==> config.mk <==
export PLATFORM = sky130hd
export DESIGN_NAME = camr_regs
export DESIGN_NICKNAME = d
export VERILOG_FILES = /design/src/verilog/camr_pkg.sv /design/src/verilog/camr_addr_dec.sv /design/src/verilog/camr_mask_set.sv /design/src/verilog/camr_regs.sv
export SDC_FILE = /design/constraint.sdc
export NUM_CORES = 1
export LEC_CHECK = 0
export BUFFER_PORTS_ARGS = -buffer_cell sky130_fd_sc_hd__buf_4
export CORE_ASPECT_RATIO = 0.7
export CORE_MARGIN = 8
export CORE_UTILIZATION = 56
export CTS_CLUSTER_DIAMETER = 60
export DETAILED_ROUTE_END_ITERATION = 12
export PLACE_DENSITY_LB_ADDON = 0.15
export SYNTH_ARGS = -nofsm -noshare
export SYNTH_HDL_FRONTEND = slang
export SYNTH_SLANG_ARGS = --single-unit
==> constraint.sdc <==
create_clock -name sys_clk -period 3.2 [get_ports sys_clk]
set_clock_uncertainty 0.2 [all_clocks]
set_input_delay 0.64 -clock sys_clk [delete_from_list [all_inputs] [get_ports sys_clk]]
set_output_delay 0.64 -clock sys_clk [all_outputs]
set_load 0.1 [all_outputs]
==> src/verilog/camr_pkg.sv <==
/*
 * Constants for the CAN acceptance mask register bank: byte addresses,
 * field positions, implemented-bit masks and widths.
 * Assumes an 8-bit register port with byte addresses.
 */
`default_nettype none
package camr_pkg;
	localparam int CAMR_ADDR_W = 8;
	localparam int CAMR_DATA_W = 8;
	localparam int CAMR_NUM_SETS = 2;
	localparam int CAMR_REGS_PER_SET = 4;
	// Byte addresses
	localparam logic [7:0] CAMR_M0_STD_HIGH = 8'h20;
	localparam logic [7:0] CAMR_M0_STD_LOW = 8'h21;
	localparam logic [7:0] CAMR_M0_EXT_HIGH = 8'h22;
	localparam logic [7:0] CAMR_M0_EXT_LOW = 8'h23;
	localparam logic [7:0] CAMR_M1_STD_HIGH = 8'h24;
	localparam logic [7:0] CAMR_M1_STD_LOW = 8'h25;
	localparam logic [7:0] CAMR_M1_EXT_HIGH = 8'h26;
	localparam logic [7:0] CAMR_M1_EXT_LOW = 8'h27;
	localparam logic [7:0] CAMR_BASE = CAMR_M0_STD_HIGH;
	// Register index within a set
	localparam logic [1:0] CAMR_IDX_STD_HIGH = 2'h0;
	localparam logic [1:0] CAMR_IDX_STD_LOW = 2'h1;
	localparam logic [1:0] CAMR_IDX_EXT_HIGH = 2'h2;
	localparam logic [1:0] CAMR_IDX_EXT_LOW = 2'h3;
	// Standard-low field layout
	localparam int CAMR_SL_STD_LSB = 5;
	localparam int CAMR_SL_EXT_LSB = 0;
	localparam logic [7:0] CAMR_SL_IMPL = 8'he3;
	localparam logic [7:0] CAMR_FULL_IMPL = 8'hff;
	localparam logic [7:0] CAMR_READ_ZERO = 8'h00;
	localparam int CAMR_STD_ID_W = 11;
	localparam int CAMR_EXT_ID_W = 18;
endpackage : camr_pkg
`default_nettype wire

==> src/verilog/camr_addr_dec.sv <==
/*
 * Address decoder for the mask bank: splits a byte address into set
 * and register index and flags whether it hits the bank.
 * Assumes the address is stable beside the strobe in the same cycle.
 */
`timescale 1ns/1ps
`default_nettype none
module camr_addr_dec
	import camr_pkg::*;
(
	input wire logic [CAMR_ADDR_W-1:0] addr,
	output logic hit,
	output logic [0:0] set_sel,
	output logic [1:0] reg_idx
);
	// ------------------------------------------------------------
	// Decode
	// ------------------------------------------------------------
	wire logic [7:0] rel = addr - CAMR_BASE;
	assign hit = (addr >= CAMR_BASE) && (rel < 8'h08);
	assign set_sel = rel[2:2];
	assign reg_idx = rel[1:0];
endmodule : camr_addr_dec
`default_nettype wire

==> src/verilog/camr_mask_set.sv <==
/*
 * One acceptance mask set: four byte registers with write masking,
 * read mux and the assembled standard and extended identifier masks.
 * Assumes writes arrive as a one-cycle enable with a register index.
 */
`timescale 1ns/1ps
`default_nettype none
module camr_mask_set
	import camr_pkg::*;
(
	input wire logic sys_clk,
	input wire logic wr_en,
	input wire logic [1:0] wr_idx,
	input wire logic [CAMR_DATA_W-1:0] wr_data,
	input wire logic [1:0] rd_idx,
	output logic [CAMR_DATA_W-1:0] rd_data,
	output logic [CAMR_STD_ID_W-1:0] std_mask,
	output logic [CAMR_EXT_ID_W-1:0] ext_mask
);
	// ------------------------------------------------------------
	// Storage
	// ------------------------------------------------------------
	logic [CAMR_DATA_W-1:0] regs_q [CAMR_REGS_PER_SET];

	// Implemented bits per register index
	function automatic logic [7:0] impl_bits(input logic [1:0] idx);
		impl_bits = (idx == CAMR_IDX_STD_LOW) ? CAMR_SL_IMPL : CAMR_FULL_IMPL;
	endfunction : impl_bits

	// Mask bits have no reset value; only writes change them
	always_ff @(posedge sys_clk) begin
		if (wr_en) begin
			regs_q[wr_idx] <= wr_data & impl_bits(wr_idx);
		end
	end

	// Read mux, unimplemented bits forced to zero
	assign rd_data = regs_q[rd_idx] & impl_bits(rd_idx);

	// Assembled masks for the acceptance compare
	assign std_mask = {regs_q[CAMR_IDX_STD_HIGH],
		regs_q[CAMR_IDX_STD_LOW][CAMR_SL_STD_LSB +: 3]};
	assign ext_mask = {regs_q[CAMR_IDX_STD_LOW][CAMR_SL_EXT_LSB +: 2],
		regs_q[CAMR_IDX_EXT_HIGH],
		regs_q[CAMR_IDX_EXT_LOW]};
endmodule : camr_mask_set
`default_nettype wire

==> src/verilog/camr_regs.sv <==
/*
 * Top of the CAN acceptance mask register bank: two mask sets behind a
 * plain register port, with registered read data and mask outputs.
 * Assumes a master on sys_clk issuing one-cycle, non-overlapping strobes.
 */
// Summary of operation
// - Standard-id-high mask registers at 20h and 24h hold mask for id bits 10..3.
// - Standard-id-low mask registers at 21h and 25h mix low std and top ext bits.
// - Standard-low bits 7..5 mask standard identifier bits 2..0.
// - Standard-low bits 1..0 mask extended identifier bits 17..16.
// - Ext-id-high registers at 22h and 26h mask extended bits 15..8.
// - Ext-id-low registers at 23h and 27h mask extended bits 7..0.
`timescale 1ns/1ps
`default_nettype none
module camr_regs
	import camr_pkg::*;
(
	input wire logic sys_clk,
	input wire logic rstn,
	input wire logic [CAMR_ADDR_W-1:0] reg_addr,
	input wire logic [CAMR_DATA_W-1:0] reg_wdata,
	input wire logic reg_wr,
	input wire logic reg_rd,
	output logic [CAMR_DATA_W-1:0] reg_rdata,
	output logic [CAMR_STD_ID_W-1:0] mask0_std_id,
	output logic [CAMR_EXT_ID_W-1:0] mask0_ext_id,
	output logic [CAMR_STD_ID_W-1:0] mask1_std_id,
	output logic [CAMR_EXT_ID_W-1:0] mask1_ext_id
);
	// ------------------------------------------------------------
	// Address decode
	// ------------------------------------------------------------
	logic hit;
	logic [0:0] set_sel;
	logic [1:0] reg_idx;

	camr_addr_dec u_dec (
		.addr(reg_addr),
		.hit(hit),
		.set_sel(set_sel),
		.reg_idx(reg_idx)
	);

	// ------------------------------------------------------------
	// Mask sets
	// ------------------------------------------------------------
	logic [CAMR_DATA_W-1:0] set_rd [CAMR_NUM_SETS];
	logic [CAMR_STD_ID_W-1:0] set_std [CAMR_NUM_SETS];
	logic [CAMR_EXT_ID_W-1:0] set_ext [CAMR_NUM_SETS];

	// One instance per set, write enable steered by the set bit
	for (genvar g = 0; g < CAMR_NUM_SETS; g++) begin : g_set
		wire logic set_wr = reg_wr && hit && (set_sel == 1'(g));
		camr_mask_set u_set (
			.sys_clk(sys_clk),
			.wr_en(set_wr),
			.wr_idx(reg_idx),
			.wr_data(reg_wdata),
			.rd_idx(reg_idx),
			.rd_data(set_rd[g]),
			.std_mask(set_std[g]),
			.ext_mask(set_ext[g])
		);
	end

	// ------------------------------------------------------------
	// Read path
	// ------------------------------------------------------------
	wire logic [CAMR_DATA_W-1:0] rd_sel = hit ? set_rd[set_sel] : CAMR_READ_ZERO;
	logic [CAMR_DATA_W-1:0] rdata_q;

	// Read data stands only in the cycle after the strobe
	always_ff @(posedge sys_clk or negedge rstn) begin
		if (!rstn) begin
			rdata_q <= CAMR_READ_ZERO;
		end else begin
			rdata_q <= reg_rd ? rd_sel : CAMR_READ_ZERO;
		end
	end
	assign reg_rdata = rdata_q;

	// ------------------------------------------------------------
	// Mask outputs, registered; content undefined until written
	// ------------------------------------------------------------
	logic [CAMR_STD_ID_W-1:0] m0_std_q;
	logic [CAMR_EXT_ID_W-1:0] m0_ext_q;
	logic [CAMR_STD_ID_W-1:0] m1_std_q;
	logic [CAMR_EXT_ID_W-1:0] m1_ext_q;

	always_ff @(posedge sys_clk) begin
		m0_std_q <= set_std[0];
		m0_ext_q <= set_ext[0];
		m1_std_q <= set_std[1];
		m1_ext_q <= set_ext[1];
	end
	assign mask0_std_id = m0_std_q;
	assign mask0_ext_id = m0_ext_q;
	assign mask1_std_id = m1_std_q;
	assign mask1_ext_id = m1_ext_q;

	// ------------------------------------------------------------
	// Set isolation once a set is fully known
	// ------------------------------------------------------------
	// Mask bits have no reset, so a stability check on a set that
	// was never written would compare unknowns. Track which bytes
	// have been written since reset and check only known sets.
	logic [7:0] seen_q;
	wire logic set0_wr = reg_wr && hit && (set_sel == 1'b0);
	wire logic set1_wr = reg_wr && hit && (set_sel == 1'b1);
	wire logic set0_known = &seen_q[3:0];
	wire logic set1_known = &seen_q[7:4];

	// One flag per byte, set by the first write after reset
	always_ff @(posedge sys_clk or negedge rstn) begin
		if (!rstn) begin
			seen_q <= 8'h00;
		end else if (reg_wr && hit) begin
			seen_q[{set_sel, reg_idx}] <= 1'b1;
		end
	end
endmodule : camr_regs
`default_nettype wire

; Yosys cells after proc, flatten, opt, wreduce, memory -nomap -nowiden
; Memories as Yosys holds them, arrays and structs flattened. A register that Yosys moved wholly into a read port is not among the register bits.
; Index checks and enable logic that the tools add are counted.
[op_classes]
add_sub_neg = 1
n_mul = 0
div = 0
order_cmp = 3
n_eq_ne = 1
n_shift = 0
muxes = 10
bitwise_logic = 5
reduce_logical = 4
[op_table]
columns = cell, count
row1 = $mux 8, 5
row2 = $and 8x8->8, 3
row3 = $ge 8x6->1 const B, 1
row4 = $lt 8x4->1 const B, 1
row5 = $sub 8x6->8 const B, 1
row6 = $mux 5, 1
row7 = $logic_and 1x1->1, 4
row8 = $mux 1, 4
row9 = $eq 2x1->1 const B, 1
row10 = $ge 2x2->1 const B, 1
row11 = $not 1->2, 1
row12 = $not 1->1, 1
[word_totals]
register_bits = 8
latch_bits = 0
ramBits = 64
romBits = 0
input_bits = 20
output_inout_bits = 66
word_cells = 27
memories = 2
[memory_table]
columns = name, depth, width, rd, rd_ports_with_merged_regs, write_ports, line
row1 = g_set[0].u_set.regs_q, 4, 8, 5, 4, 1, camr_mask_set.sv:23  ; logic [CAMR_DATA_W-1:0] regs_q [CAMR_REGS_PER_SET];
row2 = g_set[1].u_set.regs_q, 4, 8, 5, 4, 1, camr_mask_set.sv:23

; Longest topological paths before layout
[logic_depth]
word_depth = 9
ltp_mapped = 5
ltp_nobuf = 5

; Hierarchy
; Synthesis repeated with hierarchy kept, for this count alone.
[unflattened]
cells_unflattened = 212
hier_area_um2 = 3881.2
[modules_own_cells]
columns = mod, instances, cells_each, area_per_inst_um2, seq_area_each_um2
row1 = camr_mask_set, 2, 58, 1156.1, 870.8
row2 = camr_regs, 1, 87, 1501.4, 1361.3
row3 = camr_addr_dec, 1, 9, 67.6, 0.0

; Worst setup path after synthesis
; No wires, ideal clock.
[synth_timing]
path_type = input port to flip-flop
startpoint = input reg_addr[5]
endpoint = memory g_set[0].u_set.regs_q[2][0] (enable)
setup_time_ns = 0.398
arrival_ns = 2.292
required_ns = 2.602
path_slack_ns = 0.310
cell_stages = 5
n_path_buf = 0
cell_sequence = inv_1 ha_1 and4bb_2 nand2_1 nor4b_1
[synth_via]
elab_chain_len = 7
elab_cells_between_ends = 8
classes_between = 1 x add/sub / 2 x order compare / 2 x mux / 3 x reduce/logical
[synth_rtl]
columns = element, line
row1 = "start, declared", camr_regs.sv:20  ; input wire logic [CAMR_ADDR_W-1:0] reg_addr,
row2 = $sub 8x6->8, camr_addr_dec.sv:19  ; wire logic [7:0] rel = addr - CAMR_BASE;
row3 = $lt 8x4->1, camr_addr_dec.sv:20  ; assign hit = (addr >= CAMR_BASE) && (rel < 8'h08);
row4 = $logic_and 1x1->1 *, camr_addr_dec.sv:20
row5 = $logic_and 1x1->1 * (2 in a row), n/a
row6 = $mux 1 *, camr_mask_set.sv:32  ; if (wr_en) begin
row7 = $mux 1 (implied by the code) *, camr_mask_set.sv:33  ; regs_q[wr_idx] <= wr_data & impl_bits(wr_idx);
row8 = "end, declared", camr_mask_set.sv:23
; Every way passes the cells marked *; elsewhere a longest branch is shown, timed or not.

; Worst setup path after layout
[layout_timing]
startpoint = input reg_addr[5]
endpoint = memory g_set[1].u_set.regs_q[2][1] (enable)
[layout_via]
elab_chain_len = 7
elab_cells_between_ends = 8
classes_between = 1 x add/sub / 2 x order compare / 2 x mux / 3 x reduce/logical
[layout_rtl]
columns = element, line
row1 = $sub 8x6->8, camr_addr_dec.sv:19
row2 = $lt 8x4->1, camr_addr_dec.sv:20
row3 = $logic_and 1x1->1 *, camr_addr_dec.sv:20
row4 = $logic_and 1x1->1 * (2 in a row), n/a
row5 = $mux 1 *, camr_mask_set.sv:32
row6 = $mux 1 (implied by the code) *, camr_mask_set.sv:33
row7 = "end, declared", camr_mask_set.sv:23
; Marked as above.

==> flow_metrics.py <==
metrics = {
    "status": {
        "result_of_the_run": "completed",
    },
    "placement": {
        "port_buffers": 85,
        "placed_area_sq_um": 4580,
        "dp_slack_ps": 447,
        "dpl.hpwl_microns": 5790,
        "gp_congestion": 0.838,
    },
    "route": {
        "remaining_drc_errors": 0,
        "drt_pre_antenna_iters": 4,
        "post_drt_wl_per_cell_microns": 21.3,
        "detailedRoute.firstIterationViolations": 197,
        "viasPerCell": 5.30,
        "detailroute.via_count": 2243,
        "detail-route-antenna-nets": 0,
        "totalWireLength_microns": 9000,
    },
    "synthesis": {
        "synth_area_per_cell_sq_um": 18.1,
        "ys_seq_elements": 124,
        "netlist_area_sq_um": 3790,
        "synth_cell_types": 33,
        "synth_cells": 210,
        "synth.yosys.warnings": 0,
        "synth.yosys.seq_area_share": 0.818,
        "mappedNetlistNets": 231,
    },
    "critical_path": {
        "worstPathMaxFanout": 6,
        "timing_worst_setup_path_type": "primary input to register",
        "reg_to_reg_startpoint": "g_set[0].u_set.regs_q[2][7]$_DFFE_PP_",
        "worst-endpoint-required_ps": 3220,
        "rr_endpoint": "reg_rdata[7]$_DFF_PN0_",
        "setup.worst_path.end_class": "register",
        "reg2reg_depth": 3,
        "r2r_slack_ps": 1750,
        "cp-start-kind": "primary input",
        "endpoint_arrival_time_on_the_critical_path_ps": 2250,
    },
    "grt": {
        "track_usage": 0.195,
        "number_of_global_route_vias_before_repair": 2388,
        "grt_pass1_wl_microns": 13900,
        "initial_antenna_violation_count": 0,
        "grt_max_degree": 39,
        "grt_overflow_total": 0,
    },
    "clock_network": {
        "clk_transition_reported_paths_ps": 60,
        "clock-root-buffer": "clkbuf_8",
        "tritoncts": "done",
        "htree_levels": 4,
        "cts_buffers": 17,
        "cts_sinks": 124,
        "clock_latency_ps": 510,
        "max-clock-path-buffers": 2,
    },
    "timing": {
        "final_critical_path_setup_slack_ps": 975,
        "timing.max_slew.rel_slack": 0.597,
        "clock.fmax_mhz": 450,
        "timing_worst_slew_pin_value_ps": 602,
        "final.setup.tns_ps": 0,
        "grt_setup_unrepaired": "false",
        "finalHoldViolCount": 0,
        "final.period_utilization": 0.695,
        "tmin_final_ps": 2220,
        "slew_violations": 0,
        "setup_viol": 0,
    },
    "min_path": {
        "class_of_the_tightest_hold_or_removal_check": "register to register",
        "worstHoldPathCells": 0,
        "min_delay_worst_endpoint": "mask0_std_id[4]$_DFF_P_",
        "hold_path_origin": "g_set[0].u_set.regs_q[0][1]$_DFFE_PP_",
    },
    "power_and_ir_drop": {
        "p_per_area_nw_per_um2": 746,
        "p_leak_uw": 0.00211,
        "net_switching_share_of_the_total_power": 0.200,
        "seq_power_share": 0.426,
        "comb_power_share": 0.030,
        "clkPwrFrac": 0.544,
        "power.switching_uw": 783,
        "vdd.ir_drop.worst_mv": 0.467,
        "internal_power_uw": 3130,
    },
    "finish": {
        "finish.net_count": 337,
        "final_core_utilization": 0.788,
        "design_area_sq_um": 5250,
        "num-fill-cells": 386,
        "drive_above_1_share": 0.416,
        "area.growth.synth_to_final_pct": 38.3,
        "diodes": 0,
    },
    "floorplanning": {
        "start_util": 0.570,
        "rows": 25,
        "core_area_sq_um": 6660,
        "boundaryPins": 86,
        "chipHeight_microns": 84.9,
        "dieArea_sq_um": 9710,
        "die_w_microns": 114,
    },
    "flow_run": {
        "drv_cap": 0,
    },
}
==> cell type report <==
cell class | instances | area [sq um] | area share
clock buffers | 18 | 418 | 0.0796
clock inverters | 14 | 243 | 0.0462
inverters | 2 | 7.51 | 0.00143
multi-input cells | 77 | 652 | 0.124
flip-flops and latches | 124 | 3100 | 0.591
well taps | 94 | 118 | 0.0224
repair buffers | 94 | 708 | 0.135
==> worst max path at each step <==
stage                                             to         from  depth (start not counted)
2_1_floorplan  g_set[0].u_set.regs_q[2][0]$_DFFE_PP_  reg_addr[5]                          5
3_3_place_gp   g_set[1].u_set.regs_q[2][1]$_DFFE_PP_  reg_addr[5]                          7
3_5_place_dp   g_set[1].u_set.regs_q[2][5]$_DFFE_PP_  reg_addr[5]                          7
4_1_cts        g_set[1].u_set.regs_q[2][5]$_DFFE_PP_  reg_addr[5]                          7
5_1_grt        g_set[1].u_set.regs_q[2][5]$_DFFE_PP_  reg_addr[5]                          7
6_report       g_set[1].u_set.regs_q[2][1]$_DFFE_PP_  reg_addr[5]                          7
==> cells in the final DEF, fill, tap and decap left out, types with 4 or more instances in the layout <==
cell type | Yosys | layout
nor2b_1 | 5 | 5
buf_4 | 1 | 93
mux2i_1 | 15 | 15
dfrtp_1 | 8 | 8
bufinv_16 | 0 | 6
a211oi_1 | 8 | 8
dfxtp_1 | 58 | 58
a22o_1 | 5 | 5
clkbuf_16 | 0 | 16
mux2_2 | 6 | 6
nand2_1 | 4 | 4
edfxtp_1 | 58 | 58
==> kinds of logic after synthesis <==
| logic type | share of synthesized area |
|---|---|
| simple gates | 0.0501 |
| flops | 0.818 |
| xor+xnor | 0.00231 |
| buf+inv | 0.0171 |
| mux | 0.0574 |
| fa+ha+maj | 0.00330 |
| compound gates | 0.0521 |
==> power groups by stage <==
stage | logic, uW | registers (uW) | clock network (uW)
global placement | 112 | 1700 | 0
global route | 125 | 1670 | 2210
detailed placement | 115 | 1700 | 0
finish | 117 | 1670 | 2130
CTS | 117 | 1670 | 2150
floorplan | 52.7 | 1720 | 0
==> through the flow <==
stage | total power (uW) | std cells | hold slack (ps)
6_report | 3920 | 423 | 167
3_3_place_gp | 1810 | 390 | 149
3_5_place_dp | 1810 | 390 | 151
5_1_grt | 4000 | 423 | 143
4_1_cts | 3930 | 423 | 151
2_1_floorplan | 1770 | 210 | 140
==> timing repair <==
item / in CTS / in global routing
buffers inserted: 0 / 0
gates resized for setup: 0 / 0
endpoints found under the hold margin: 8 / 0
hold buffers: 1 / 0
==> flip-flops by register name, indices dropped and copies added (netlist names) <==
register,flops
reg_rdata,8
g_set.u_set.regs_q,58
mask0_std_id,11
mask0_ext_id,18
mask1_ext_id,18
mask1_std_id,11
==> synth_stat cells <==
cell type | count | area, sq um
buf_6 | 1 | 11.3
nor4_1 | 2 | 12.5
dfrtp_1 | 8 | 200
and2b_1 | 2 | 15.0
nor4b_1 | 3 | 26.3
mux2i_1 | 15 | 150
nand2_1 | 4 | 15.0
nor2_1 | 3 | 11.3
buf_2 | 3 | 15.0
and2_1 | 3 | 18.8
nor3_1 | 2 | 10.0
buf_4 | 1 | 7.51
a221oi_1 | 3 | 26.3
a2111oi_2 | 1 | 15.0
xnor2_1 | 1 | 8.76
nand3_1 | 1 | 5.00
clkbuf_1 | 1 | 3.75
a22oi_1 | 3 | 22.5
nand2b_1 | 1 | 6.26
edfxtp_1 | 58 | 1740
mux2_2 | 6 | 67.6
nor2_2 | 1 | 6.26
or2b_1 | 1 | 7.51
a2111oi_1 | 3 | 30.0
nand4_1 | 2 | 12.5
buf_12 | 1 | 20.0
ha_1 | 1 | 12.5
a22o_1 | 5 | 43.8
and4bb_2 | 1 | 12.5
a211oi_1 | 8 | 60.1
nor2b_1 | 5 | 31.3
inv_1 | 2 | 7.51
dfxtp_1 | 58 | 1160
==> critical path, stage by stage <==
cell      delay, ps
buf_4            80
inv_1            30
ha_1            250
and4bb_2        270
nand2_1         200
nor4b_2         530
buf_4           240
==> layer usage <==
metal | vias up | part of all wire | wire (microns) | track usage
li1 | 1004 | - | - | -
met2 | 134 | 0.45 | 4070 | 0.295
met4 | 0 | 0.011 | 99 | 0.0493
met3 | 12 | 0.12 | 1090 | 0.0893
met5 | - | 0 | 0 | 0
met1 | 1093 | 0.41 | 3730 | 0.248
Note: power is estimated with default switching activity, not from simulation.
